## src/hdl/ssr_pkg.sv

```systemverilog
// Shared constants of the serial shift-and-store register
`default_nettype none
package ssr_pkg;
  localparam int unsigned SSR_STAGES = 8;
  localparam int unsigned SSR_FIFO_DEPTH = 8;
  localparam int unsigned SSR_EVT_W = 2;
  localparam int unsigned SSR_PINS = 4;
  // Pin positions inside the synchroniser vectors
  localparam int unsigned SSR_PIN_CLK = 0;
  localparam int unsigned SSR_PIN_DATA = 1;
  localparam int unsigned SSR_PIN_STROBE = 2;
  localparam int unsigned SSR_PIN_OE = 3;
  // Field positions inside an edge event word
  localparam int unsigned SSR_EVT_DATA = 0;
  localparam int unsigned SSR_EVT_RISE = 1;
  // Drain runs on every second cycle
  localparam logic SSR_DIV_RST = 1'b0;
  localparam logic [7:0] SSR_BYTE_RST = 8'h00;
  localparam logic [3:0] SSR_PINS_RST = 4'h0;
endpackage : ssr_pkg
`default_nettype wire

```

## src/hdl/ssr_top.sv

```systemverilog
// Eight stage shift register with storage latches and cascade outputs
`default_nettype none
module ssr_top
  import ssr_pkg::*;
(
  input wire logic i_sys_clk, // System clock, 100 MHz
  input wire logic i_rst_n, // Synchronous reset, active low
  input wire logic i_shift_clock, // Shift clock pin
  input wire logic i_serial_data, // Serial data pin
  input wire logic i_storage_load_strobe, // Latch load strobe pin
  input wire logic i_parallel_oe, // Parallel output enable pin
  output logic [7:0] o_parallel_out, // Parallel outputs
  output logic [7:0] o_parallel_out_oe, // Parallel drive enables
  output logic o_fast_cascade_out, // Cascade, rising edge
  output logic o_slow_cascade_out, // Cascade, falling edge
  output logic o_in_ready // Event buffer has room
);
  typedef struct packed {
    logic [SSR_PINS-1:0] s1;
    logic [SSR_PINS-1:0] s2;
    logic [SSR_PINS-1:0] s3;
    logic [SSR_PINS-1:0] lvl;
    logic [7:0] stage;
    logic [7:0] latch;
    logic [7:0] par_out;
    logic [7:0] par_oe;
    logic fast;
    logic slow;
    logic div;
  } ssr_top_s;

  ssr_top_s st_r;
  ssr_top_s st_nxt;
  logic evt_valid;
  logic [SSR_EVT_W-1:0] evt_in;
  logic evt_out_valid;
  logic [SSR_EVT_W-1:0] evt_out;
  logic evt_pop;
  logic fifo_ready;

  // A pin level counts once the second and third flops agree
  function automatic logic [SSR_PINS-1:0] settle(
    input logic [SSR_PINS-1:0] a,
    input logic [SSR_PINS-1:0] b,
    input logic [SSR_PINS-1:0] cur
  );
    logic [SSR_PINS-1:0] res;
    res = cur;
    for (int i = 0; i < SSR_PINS; i++)
      if (a[i] == b[i])
        res[i] = b[i];
    return res;
  endfunction : settle

  logic [SSR_PINS-1:0] lvl_now;
  assign lvl_now = settle(st_r.s2, st_r.s3, st_r.lvl);

  always_comb
  begin
    evt_valid = (lvl_now[SSR_PIN_CLK] != st_r.lvl[SSR_PIN_CLK]);
    evt_in = '0;
    evt_in[SSR_EVT_RISE] = lvl_now[SSR_PIN_CLK];
    evt_in[SSR_EVT_DATA] = lvl_now[SSR_PIN_DATA];
  end

  // Drain stalls every other cycle, as often as settled pin edges can arrive, so the buffer never fills
  assign evt_pop = evt_out_valid && st_r.div;

  // Popped word split by edge direction for the checks below
  logic pop_rise;
  logic pop_fall;
  assign pop_rise = evt_pop && evt_out[SSR_EVT_RISE];
  assign pop_fall = evt_pop && !evt_out[SSR_EVT_RISE];

  ssr_fifo #(
    .WIDTH(SSR_EVT_W),
    .DEPTH(SSR_FIFO_DEPTH)
  ) u_fifo (
    .i_sys_clk(i_sys_clk),
    .i_rst_n(i_rst_n),
    .i_in_valid(evt_valid),
    .i_in_data(evt_in),
    .o_in_ready(fifo_ready),
    .o_out_valid(evt_out_valid),
    .o_out_data(evt_out),
    .i_out_ready(st_r.div)
  );

  always_comb
  begin
    st_nxt = st_r;
    st_nxt.s1 = {i_parallel_oe, i_storage_load_strobe, i_serial_data,
                 i_shift_clock};
    st_nxt.s2 = st_r.s1;
    st_nxt.s3 = st_r.s2;
    st_nxt.lvl = lvl_now;
    st_nxt.div = !st_r.div;
    // Enable level is not consulted here
    if (evt_pop)
    begin
      if (evt_out[SSR_EVT_RISE])
      begin
        st_nxt.stage = {st_r.stage[6:0], evt_out[SSR_EVT_DATA]};
        st_nxt.fast = st_r.stage[6];
      end
      else
        st_nxt.slow = st_r.stage[7];
    end
    // Transparent latch modelled as a per-cycle copy
    if (st_r.lvl[SSR_PIN_STROBE])
      st_nxt.latch = st_r.stage;
    st_nxt.par_out = st_r.latch;
    st_nxt.par_oe = {8{st_r.lvl[SSR_PIN_OE]}};
  end

  // Cleared at reset although the pins promise nothing until loaded
  always_ff @(posedge i_sys_clk)
  begin
    if (!i_rst_n)
    begin
      st_r <= '0;
      st_r.div <= SSR_DIV_RST;
      st_r.lvl <= SSR_PINS_RST;
      st_r.stage <= SSR_BYTE_RST;
      st_r.latch <= SSR_BYTE_RST;
    end
    else
      st_r <= st_nxt;
  end

  assign o_parallel_out = st_r.par_out;
  assign o_parallel_out_oe = st_r.par_oe;
  assign o_fast_cascade_out = st_r.fast;
  assign o_slow_cascade_out = st_r.slow;
  assign o_in_ready = fifo_ready;
endmodule : ssr_top
`default_nettype wire

```

## src/hdl/ssr_fifo.sv

```systemverilog
// Edge event FIFO with valid and ready on both sides
`default_nettype none
module ssr_fifo
  import ssr_pkg::*;
#(
  parameter int unsigned WIDTH = SSR_EVT_W,
  parameter int unsigned DEPTH = SSR_FIFO_DEPTH
)(
  input wire logic i_sys_clk, // System clock
  input wire logic i_rst_n, // Synchronous reset, active low
  input wire logic i_in_valid, // Word offered
  input wire logic [WIDTH-1:0] i_in_data, // Offered word
  output logic o_in_ready, // Space left, registered
  output logic o_out_valid, // Word available
  output logic [WIDTH-1:0] o_out_data, // Oldest word
  input wire logic i_out_ready // Drain takes the word
);
  localparam int unsigned AW = $clog2(DEPTH);

  typedef struct packed {
    logic [DEPTH-1:0][WIDTH-1:0] mem;
    logic [AW-1:0] wr;
    logic [AW-1:0] rd;
    logic [AW:0] count;
    logic ready;
  } ssr_fifo_s;

  ssr_fifo_s st_r;
  ssr_fifo_s st_nxt;
  logic push;
  logic pop;

  assign push = i_in_valid && st_r.ready;
  assign pop = i_out_ready && (st_r.count != '0);
  assign o_in_ready = st_r.ready;
  assign o_out_valid = (st_r.count != '0);
  assign o_out_data = st_r.mem[st_r.rd];

  always_comb
  begin
    st_nxt = st_r;
    if (push)
    begin
      st_nxt.mem[st_r.wr] = i_in_data;
      st_nxt.wr = (st_r.wr == AW'(DEPTH - 1)) ? '0 : st_r.wr + 1'b1;
    end
    if (pop)
      st_nxt.rd = (st_r.rd == AW'(DEPTH - 1)) ? '0 : st_r.rd + 1'b1;
    st_nxt.count = st_r.count + (AW + 1)'(push) - (AW + 1)'(pop);
    // Ready is a flop so the pin side sees no combinational path
    st_nxt.ready = (st_nxt.count != (AW + 1)'(DEPTH));
  end

  always_ff @(posedge i_sys_clk)
  begin
    if (!i_rst_n)
    begin
      st_r <= '0;
      st_r.ready <= 1'b1;
    end
    else
      st_r <= st_nxt;
  end
endmodule : ssr_fifo
`default_nettype wire

```

## config.mk

```make
export PLATFORM = sky130hd
export DESIGN_NAME = ssr_top
export DESIGN_NICKNAME = d
export VERILOG_FILES = /design/src/hdl/ssr_pkg.sv /design/src/hdl/ssr_top.sv /design/src/hdl/ssr_fifo.sv
export SDC_FILE = /design/constraint.sdc
export NUM_CORES = 1
export LEC_CHECK = 0
export BUFFER_PORTS_ARGS = -buffer_cell sky130_fd_sc_hd__buf_2
export CELL_PAD_IN_SITES_DETAIL_PLACEMENT = 0
export CELL_PAD_IN_SITES_GLOBAL_PLACEMENT = 1
export CORE_MARGIN = 2
export CORE_UTILIZATION = 50
export DETAILED_ROUTE_END_ITERATION = 12
export MAX_ROUTING_LAYER = met4
export PLACE_DENSITY_LB_ADDON = 0.15
export SYNTH_ARGS = -nofsm -noshare
export SYNTH_HDL_FRONTEND = slang
export SYNTH_HIERARCHICAL = 1
export SYNTH_SLANG_ARGS = --single-unit
```

## constraint.sdc

```tcl
create_clock -name i_sys_clk -period 5.5 [get_ports i_sys_clk]
set_input_delay 1.1 -clock i_sys_clk [delete_from_list [all_inputs] [get_ports i_sys_clk]]
set_output_delay 1.1 -clock i_sys_clk [all_outputs]
set_load 0.01 [all_outputs]
```

-- Word-level counts from Yosys, hierarchy flattened
Index checks and enable logic that the tools add are counted.
- $add $sub $neg: 4
- equal/unequal tests: 8
- reduce and logical (&&, ||, !) cells: 7
- $lt $le $gt $ge: 3
- bitwise gates (word level): 1
- multiplexer cells: 9
- operators with widths (cell ; number):
    16-bit bitwise mux ; 1
    3-bit by 4-bit < comparator with 1-bit output (second input constant) ; 2
    3-bit by 1-bit adder with 3-bit output (second input constant) ; 2
    2-bit binary-select mux with 3-bit select ; 1
    2-bit demux with 3-bit select ; 1
    3-bit == test (second input constant) ; 2
    3-bit two-way mux ; 2
    4-bit by 1-bit adder with 4-bit output ; 1
    1-bit == test ; 4
    2-bit two-way mux ; 2
    4-bit inequality test (second input constant) ; 1
    2-bit AND reduction ; 2
    4-bit nonzero test ; 1
    4-bit by 1-bit subtractor with 4-bit output ; 1
    3-bit by 1-bit greater-or-equal comparator with 1-bit output (second input constant) ; 1
    1-bit logical AND ; 3
    1-bit two-way mux ; 2
    1-bit zero test ; 1
    1-bit inequality test ; 1
    1-bit NOT ; 1
- word-level logic and storage cells: 57
- output and inout port bits: 19
- flip-flop bits (word level): 71
- input port bits: 6

-- Logic depth before layout (Yosys ltp)
Gate-level depths: netlist (run 1).
- word-level depth: 7
- gate-level depth with buffers: 11
- gate-level depth less buffers: 11

-- Cells and area by module
Netlist (run 1), hierarchy kept.
- modules (own cells, without submodules) (module ; seq. area each (um^2) ; times used ; cells an instance ; area an instance (um^2)):
    ssr_top ; 860.8 ; 1 ; 137 ; 1531.5
    ssr_fifo ; 540.5 ; 1 ; 132 ; 1342.5

-- Least setup slack after synthesis (run 1)
OpenSTA, ideal clock, no wires.
- path kind: reg-to-reg
- start point: register u_fifo/st_r[3] (netlist name)
- end point: register u_fifo.st_r (netlist bit u_fifo/o_in_ready)
- library setup time: 125 ps
- path slack: 3023 ps
- stages on the path, launching flop included: 12
- path buffers: 0
- required time: 5375 ps
- arrival: 2351 ps
- period minus slack after synthesis: 2477 ps
- path through: dfxtp_1 > inv_1 > ha_1 > or3b_2 > and2_4 > ha_1 > inv_1 > ha_1 > fa_1 > xor2_1 > nor3_1 > o21ai_0
- cells in the longest elaborated chain, start to end: 4
- elaborated cells between the ends (all ways): 5
- those cells by class: 2 x add/sub; 1 x eq/ne; 2 x reduce/logical
- ends and longest elaborated chain (element ; line ; source):
    from (decl) ; ssr_fifo.sv:28 ; ssr_fifo_s st_r;
    from (signal assigned) ; ssr_fifo.sv:62 ; st_r <= st_nxt;
    4-bit nonzero test ; - ;
    net evt_out_valid ; ssr_top.sv:36 ; logic evt_out_valid;
    1-bit logical AND ; ssr_fifo.sv:34 ; assign pop = i_out_ready && (st_r.count != '0);
    net u_fifo.pop ; ssr_fifo.sv:31 ; logic pop;
    4-bit by 1-bit subtractor with 4-bit output ; ssr_fifo.sv:49 ; st_nxt.count = st_r.count + (AW + 1)'(push) - (AW + 1)'(pop);
    4-bit inequality test ; ssr_fifo.sv:51 ; st_nxt.ready = (st_nxt.count != (AW + 1)'(DEPTH));
The timed path passes the listed nets, and every way through them passes these cells.
A chain may end at the register's enable or synchronous reset.

-- Worst setup path in the final report (run 1)
Ends and elaborated chain as after synthesis.

==> run metrics, run 1 <==
DIE HEIGHT=79.82 um; Crit path arrival time=2.83 ns; largest net degree at the start of global routing=46; Routed wire per std cell=approximately 12 um; Worst Tran Pin Value=approximately 0.70 ns; H-tree levels=3; cell area power density=337.1 nW/um^2; setup ws final=~2.9 ns; worst reg2reg startpoint=u_fifo/st_r[3]$_SDFF_PN0_; CP endpoint kind=register; initial antenna violation count=0; antenna-violating nets left=0; Die Width=~80 um; postcts setup bufs=0; CTS Buffer Depth=2; top-level I/O count=25; hold_sp=st_nxt[44]$_SDFF_PN0_; Placed Instance Area=2904 sq um; P_int=767.4 uW; R2R Path End=u_fifo/o_in_ready$_SDFF_PN1_; Pre-Repair DR Iteration Count=4; achievable frequency=383.5 MHz; initial detailed-routing violation count=67; worst path cell trace=inv_1 > ha_1 > or3b_2 > and2_4 > ha_1 > inv_1 > ha_1 > fa_1 > xor2_1 > nor3_1 > o21ai_0; layout cells sized above 1=16.96%; Hold Crit Endpoint=st_nxt[40]$_SDFF_PN0_; Critical Path Most Common Cell=ha_1; Die ar.=~6400 sq um; Min Clock Period, post-route=about 2.6 ns; EDFF count, synth=0; routed vias=approximately 1700; TritonCTS Buffers=9; drt total wl=4299 um; DRC viols=0; crit start category=register; Setup Viol. Count Final=0; dominant cells by area after synthesis=dfxtp_1 49%, mux2i_1 12%, and2_1 5.7%; sequential power share=52.7%; Final Cycle Share=47.41%; Syn-to-layout area delta=6.835%; post-DP HPWL=between 2000 and 3000 um; NetSw=between 200 and 300 uW; Syn Inst Count=about 270; Ant. Diodes=0; CTS tree=yes; register bit total from synthesis=70; max-slew violations=0; Avg Inst Size Synth=between 10 and 15 sq um; clock share of power=about 34%; delay-heaviest family, CP=adder cells; syn_nets=around 290; drt via density=4.854; gr ovfl total=0; unrepaired setup endpoints after global routing=false; FF+latch area=1401 sq um; cell count along the critical path=11; register area share after synthesis=between 40 and 50%; first-pass GRT wire length=between 7000 and 8000 um; Max-slew headroom=53.38%; Netlist cell types=37; Worst-path clk slew=about 0.07 ns; Nets=~300; cell count of the worst hold path=1; CP bufs+invs=2; post-synth top area share=48.76%; setup TNS=0 ns; Post-CTS Resized=0; clk sink count=70; leak pwr=0.001287 uW; Required @ worst endpoint=approximately 5.7 ns; Buffers on Ports=24; Setup WS pre-CTS=approximately 2.9 ns; final core utilization=55.42%; Final Skew=around 0.0047 ns; Site Rows=27; Final Power=around 1000 uW; switching share of power=between 20 and 30%; core area=approximately 5500 sq um; CP Max Fanout=5; maximum vdd drop=~0.0002 V; vias in the first global route=1675; Worst R2R Setup Slack=~2.9 ns; Worst-Skew Late Latency=approximately 0.34 ns; worst min path class=register to register; Initial Util=51.87%; CP max-delay cell=or3b_2; crit-path max cell delay=roughly 0.52 ns; GRT Util Overall=roughly 16%; MaxCap Viol Count=0; outcome=completed; post-route cell area=a little over 3000 sq um; warnings from Yosys=6; worst reg2reg path depth=11; area occupied by multi-input gates=1266 sq um; Synth async-reset ratio=0%; most frequent cell after synthesis=dfxtp_1; area leader, netlist=dfxtp_1; Synth top cells by count=70 x dfxtp_1, 38 x nand2_1, 35 x mux2i_1; Comb power frac=13.3%; GP Congestion=0.7490; Final Hold Viols=0; synthesized area=between 2000 and 3000 sq um; # fillers=499; prevailing post-synth register cell=dfxtp_1; cts hold-fix bufs=0; Root Buffer=clkbuf_8; CP Class=register to register
[stage by stage]
step | hold WS [ns] | std cells
finish | 0.4328 | 355
global route | 0.4494 | 355
CTS | 0.4344 | 355
detailed placement | 0.4169 | 340
global placement | 0.4142 | 340
floorplan | 0.4119 | 269
[placed cells by master, fill, tap and decap left out, types with 2 or more instances in the layout]
cell type  synthesis  layout
dfxtp_1           70      70
inv_1              5       5
ha_1               9       9
nand2b_1           2       2
a21boi_0           4       4
nand3_1            3       3
nand2_1           38      38
buf_2              1      24
clkbuf_1           3       2
nor2b_1           10      10
nand4_1            2       2
maj3_2             2       2
mux2i_1           35      35
mux4_1             4       4
mux2_2             2       2
o21ai_0            5       5
clkbuf_8           0      10
nor2_1             5       5
a21oi_1            2       2
and2_1            26      26
nor3_1             4       4
nand3b_1           2       2
[power groups by stage]
stage | sequential, uW | combinational, uW | clock (uW)
3_3_place_gp | 557 | 141 | 0
4_1_cts | 545 | 140 | 368
5_1_grt | 548 | 160 | 388
6_report | 545 | 138 | 352
3_5_place_dp | 556 | 139 | 0
2_1_floorplan | 548 | 123 | 0
[cell families after synthesis]
group	after synthesis	synth area share [%]
mux	41	16.63
fa+ha+maj	12	5.398
buf+inv	31	7.183
xor+xnor	1	0.3048
flops	70	48.76
simple gates	102	19.24
compound gates	12	2.482
[sequential cells by signal, indices dropped and copies added (netlist names)]
signal / cells
o_parallel_out_oe: 1
u_fifo/st_r: 26
o_slow_cascade_out: 1
st_nxt: 17
o_parallel_out: 8
st_r: 16
u_fifo/o_in_ready: 1
[worst max path at each step]
| stage | start | endpoint | slack [ns] |
|---|---|---|---|
| finish | u_fifo/st_r[3]$_SDFF_PN0_ | u_fifo/o_in_ready$_SDFF_PN1_ | 2.89 |
| global route | u_fifo/st_r[3]$_SDFF_PN0_ | u_fifo/o_in_ready$_SDFF_PN1_ | 2.76 |
| CTS | u_fifo/st_r[3]$_SDFF_PN0_ | u_fifo/o_in_ready$_SDFF_PN1_ | 2.88 |
| detailed placement | u_fifo/st_r[3]$_SDFF_PN0_ | u_fifo/o_in_ready$_SDFF_PN1_ | 2.89 |
| global placement | u_fifo/st_r[3]$_SDFF_PN0_ | u_fifo/o_in_ready$_SDFF_PN1_ | 2.94 |
| floorplan | u_fifo/st_r[3]$_SDFF_PN0_ | u_fifo/o_in_ready$_SDFF_PN1_ | 3.02 |
[cell type report]
| cell class | count | area share, % |
|---|---|---|
| flip-flops and latches | 70 | 45.64 |
| clock buffers | 12 | 4.727 |
| inverters | 5 | 0.6112 |
| repair buffers | 25 | 4.156 |
| well taps | 72 | 2.934 |
| multi-input cells | 168 | 41.24 |
| clock inverters | 3 | 0.6927 |
[routing by layer]
metal	GRT usage [%]	vias to the layer above	wire length (um)
li1	-	907	-
met1	18.62	780	2165
met2	24.12	27	1853
met3	6.109	9	184
met4	7.627	0	96
met5	-	-	0
No activity file was read; power rests on OpenSTA's default activity.
==> run 2: changes to the inputs <==
Settings changed: CORE_UTILIZATION 50 to 46.
Clock period 5.5 ns to 2.6 ns, I/O delays scaled along.
==> run 2 against run 1 <==
  * Final cell count up 2.5%
  * Utilization down 2.3 points
  * First-iteration DRC count down 18%
  * Critical path depth stayed put
  * Register-to-register slack got worse by 2.7 ns
  * Critical path type unchanged
  * Critical endpoint unchanged
  * Largest power group unchanged
  * Highest routed layer unchanged
==> run metrics, run 2 (synthesis gave the netlist of run 1 again) <==
outcome=completed; setup TNS=0 ns; leak pwr=about 0.0013 uW; CP endpoint kind=register; vias in the first global route=~1600; drt via density=~4.7; Biggest register=u_fifo/st_r; Final Cycle Share=between 90% and 100%; antenna-violating nets left=0; Initial Util=between 40 and 50%; final core utilization=53.07%; Worst-path clk slew=~0.08 ns; worst reg2reg startpoint=u_fifo/st_r[3]$_SDFF_PN0_; commonest non-fill, non-tap cell in the layout=dfxtp_1; hold_sp=i_storage_load_strobe; post-DP HPWL=~3000 um; Site Rows=28; Die Width=slightly above 80 um; Final Hold Viols=0; Nets=300; drt total wl=approximately 4400 um; Ant. Diodes=0; clk sink count=70; TritonCTS Buffers=9; DIE HEIGHT=just over 80 um; first-pass GRT wire length=7741 um; gr ovfl total=0; top-level I/O count=25; achievable frequency=between 400 and 500 MHz; Placed Instance Area=about 2900 sq um; Die ar.=6896 sq um; Required @ worst endpoint=~2.8 ns; Crit path arrival time=2.62 ns; max-slew violations=0; H-tree levels=3; Final Skew=a little under 0.01 ns; GP Congestion=0.7175; cell area power density=between 700 and 800 nW/um^2; Crit. Startpoint=u_fifo/st_r[3]$_SDFF_PN0_; layout cells sized above 1=20.07%; Syn-to-layout area delta=10.62%; max FFs per register=26; DRC viols=0; CTS Buffer Depth=2; routed vias=between 1500 and 2000; Buffers on Ports=24; initial detailed-routing violation count=55; Final Power=between 2000 and 2500 uW; postcts setup bufs=0; CP Class=register to register; # fillers=about 560; maximum vdd drop=about 0.00043 V; post-route cell area=3179 sq um; Pre-Repair DR Iteration Count=5; crit start category=register; Routed wire per std cell=around 12 um; Root Buffer=clkbuf_8; worst min path class=primary input to register; final hold slack=between 0.3 and 0.4 ns; largest net degree at the start of global routing=27; Max-slew headroom=63.46%; GRT Util Overall=around 15%; initial antenna violation count=0; CP Max Fanout=4; CTS tree=yes; MaxCap Viol Count=0; Worst-Skew Late Latency=between 0.3 and 0.4 ns; core area=5991 sq um; most frequent cells in the layout=70 x dfxtp_1, 38 x nand2_1, 35 x mux2i_1; Worst Tran Pin Value=about 0.55 ns; Setup Viol. Count Final=0; Min Clock Period, post-route=2.399 ns; unrepaired setup endpoints after global routing=false
run 2: worst paths after layout:
| path | slack, ns | end | depth (start not counted) |
|---|---|---|---|
| worst max-delay path | 0.20 | u_fifo/o_in_ready$_SDFF_PN1_ | 11 |
| worst min-delay path | 0.38 | st_nxt[45]$_SDFF_PN0_ | 2 |
| worst max register to register | 0.20 | u_fifo/o_in_ready$_SDFF_PN1_ | 11 |
| worst min register to register | 0.43 | st_nxt[42]$_SDFF_PN0_ | 1 |
run 2: per-layer routing:
layer  up-vias  part of all wire, %  global-route usage [%]
met5         -                    0                       -
met4         0                  2.4                   7.601
met3         8                  3.9                   4.771
met2        28                   41                   19.57
met1       772                   52                   19.42
li1        917                    -                       -
run 2: final cells by class:
class | instances | area, sq um | share of cell area (%)
flip-flops and latches | 70 | 1401 | 44.08
multi-input cells | 168 | 1274 | 40.06
repair buffers | 30 | 165.2 | 5.195
clock buffers | 9 | 123.9 | 3.896
clock inverters | 7 | 102.6 | 3.227
well taps | 75 | 93.84 | 2.952
inverters | 5 | 18.77 | 0.5903
run 2: power breakdown:
part | internal, uW | switching [uW] | total (uW)
combinational | 172 | 161 | 334
sequential | 1110 | 39.0 | 1150
clock | 552 | 442 | 994
total | 1840 | 642 | 2480
run 2: through the flow:
step	instances	setup slack (ns)
3_5_place_dp	348	0.05555
2_1_floorplan	269	0.1233
4_1_cts	364	0.03085
6_report	364	0.2009
3_3_place_gp	348	0.1187
5_1_grt	364	0.02712
run 2: critical path, cell delays in order (launching register included):
cell     delay (ns)
dfxtp_1        0.30
inv_1          0.06
ha_1           0.14
or3b_4         0.37
and2_4         0.18
ha_1           0.26
inv_1          0.04
ha_2           0.17
fa_2           0.34
xor2_1         0.16
nor3_1         0.18
o21ai_1        0.09
run 2: timing repair:
item                       CTS  global route
hold buffers                 0             0
gates resized for setup      0             4
hold endpoints to repair     0             0
setup endpoints to repair    0             1
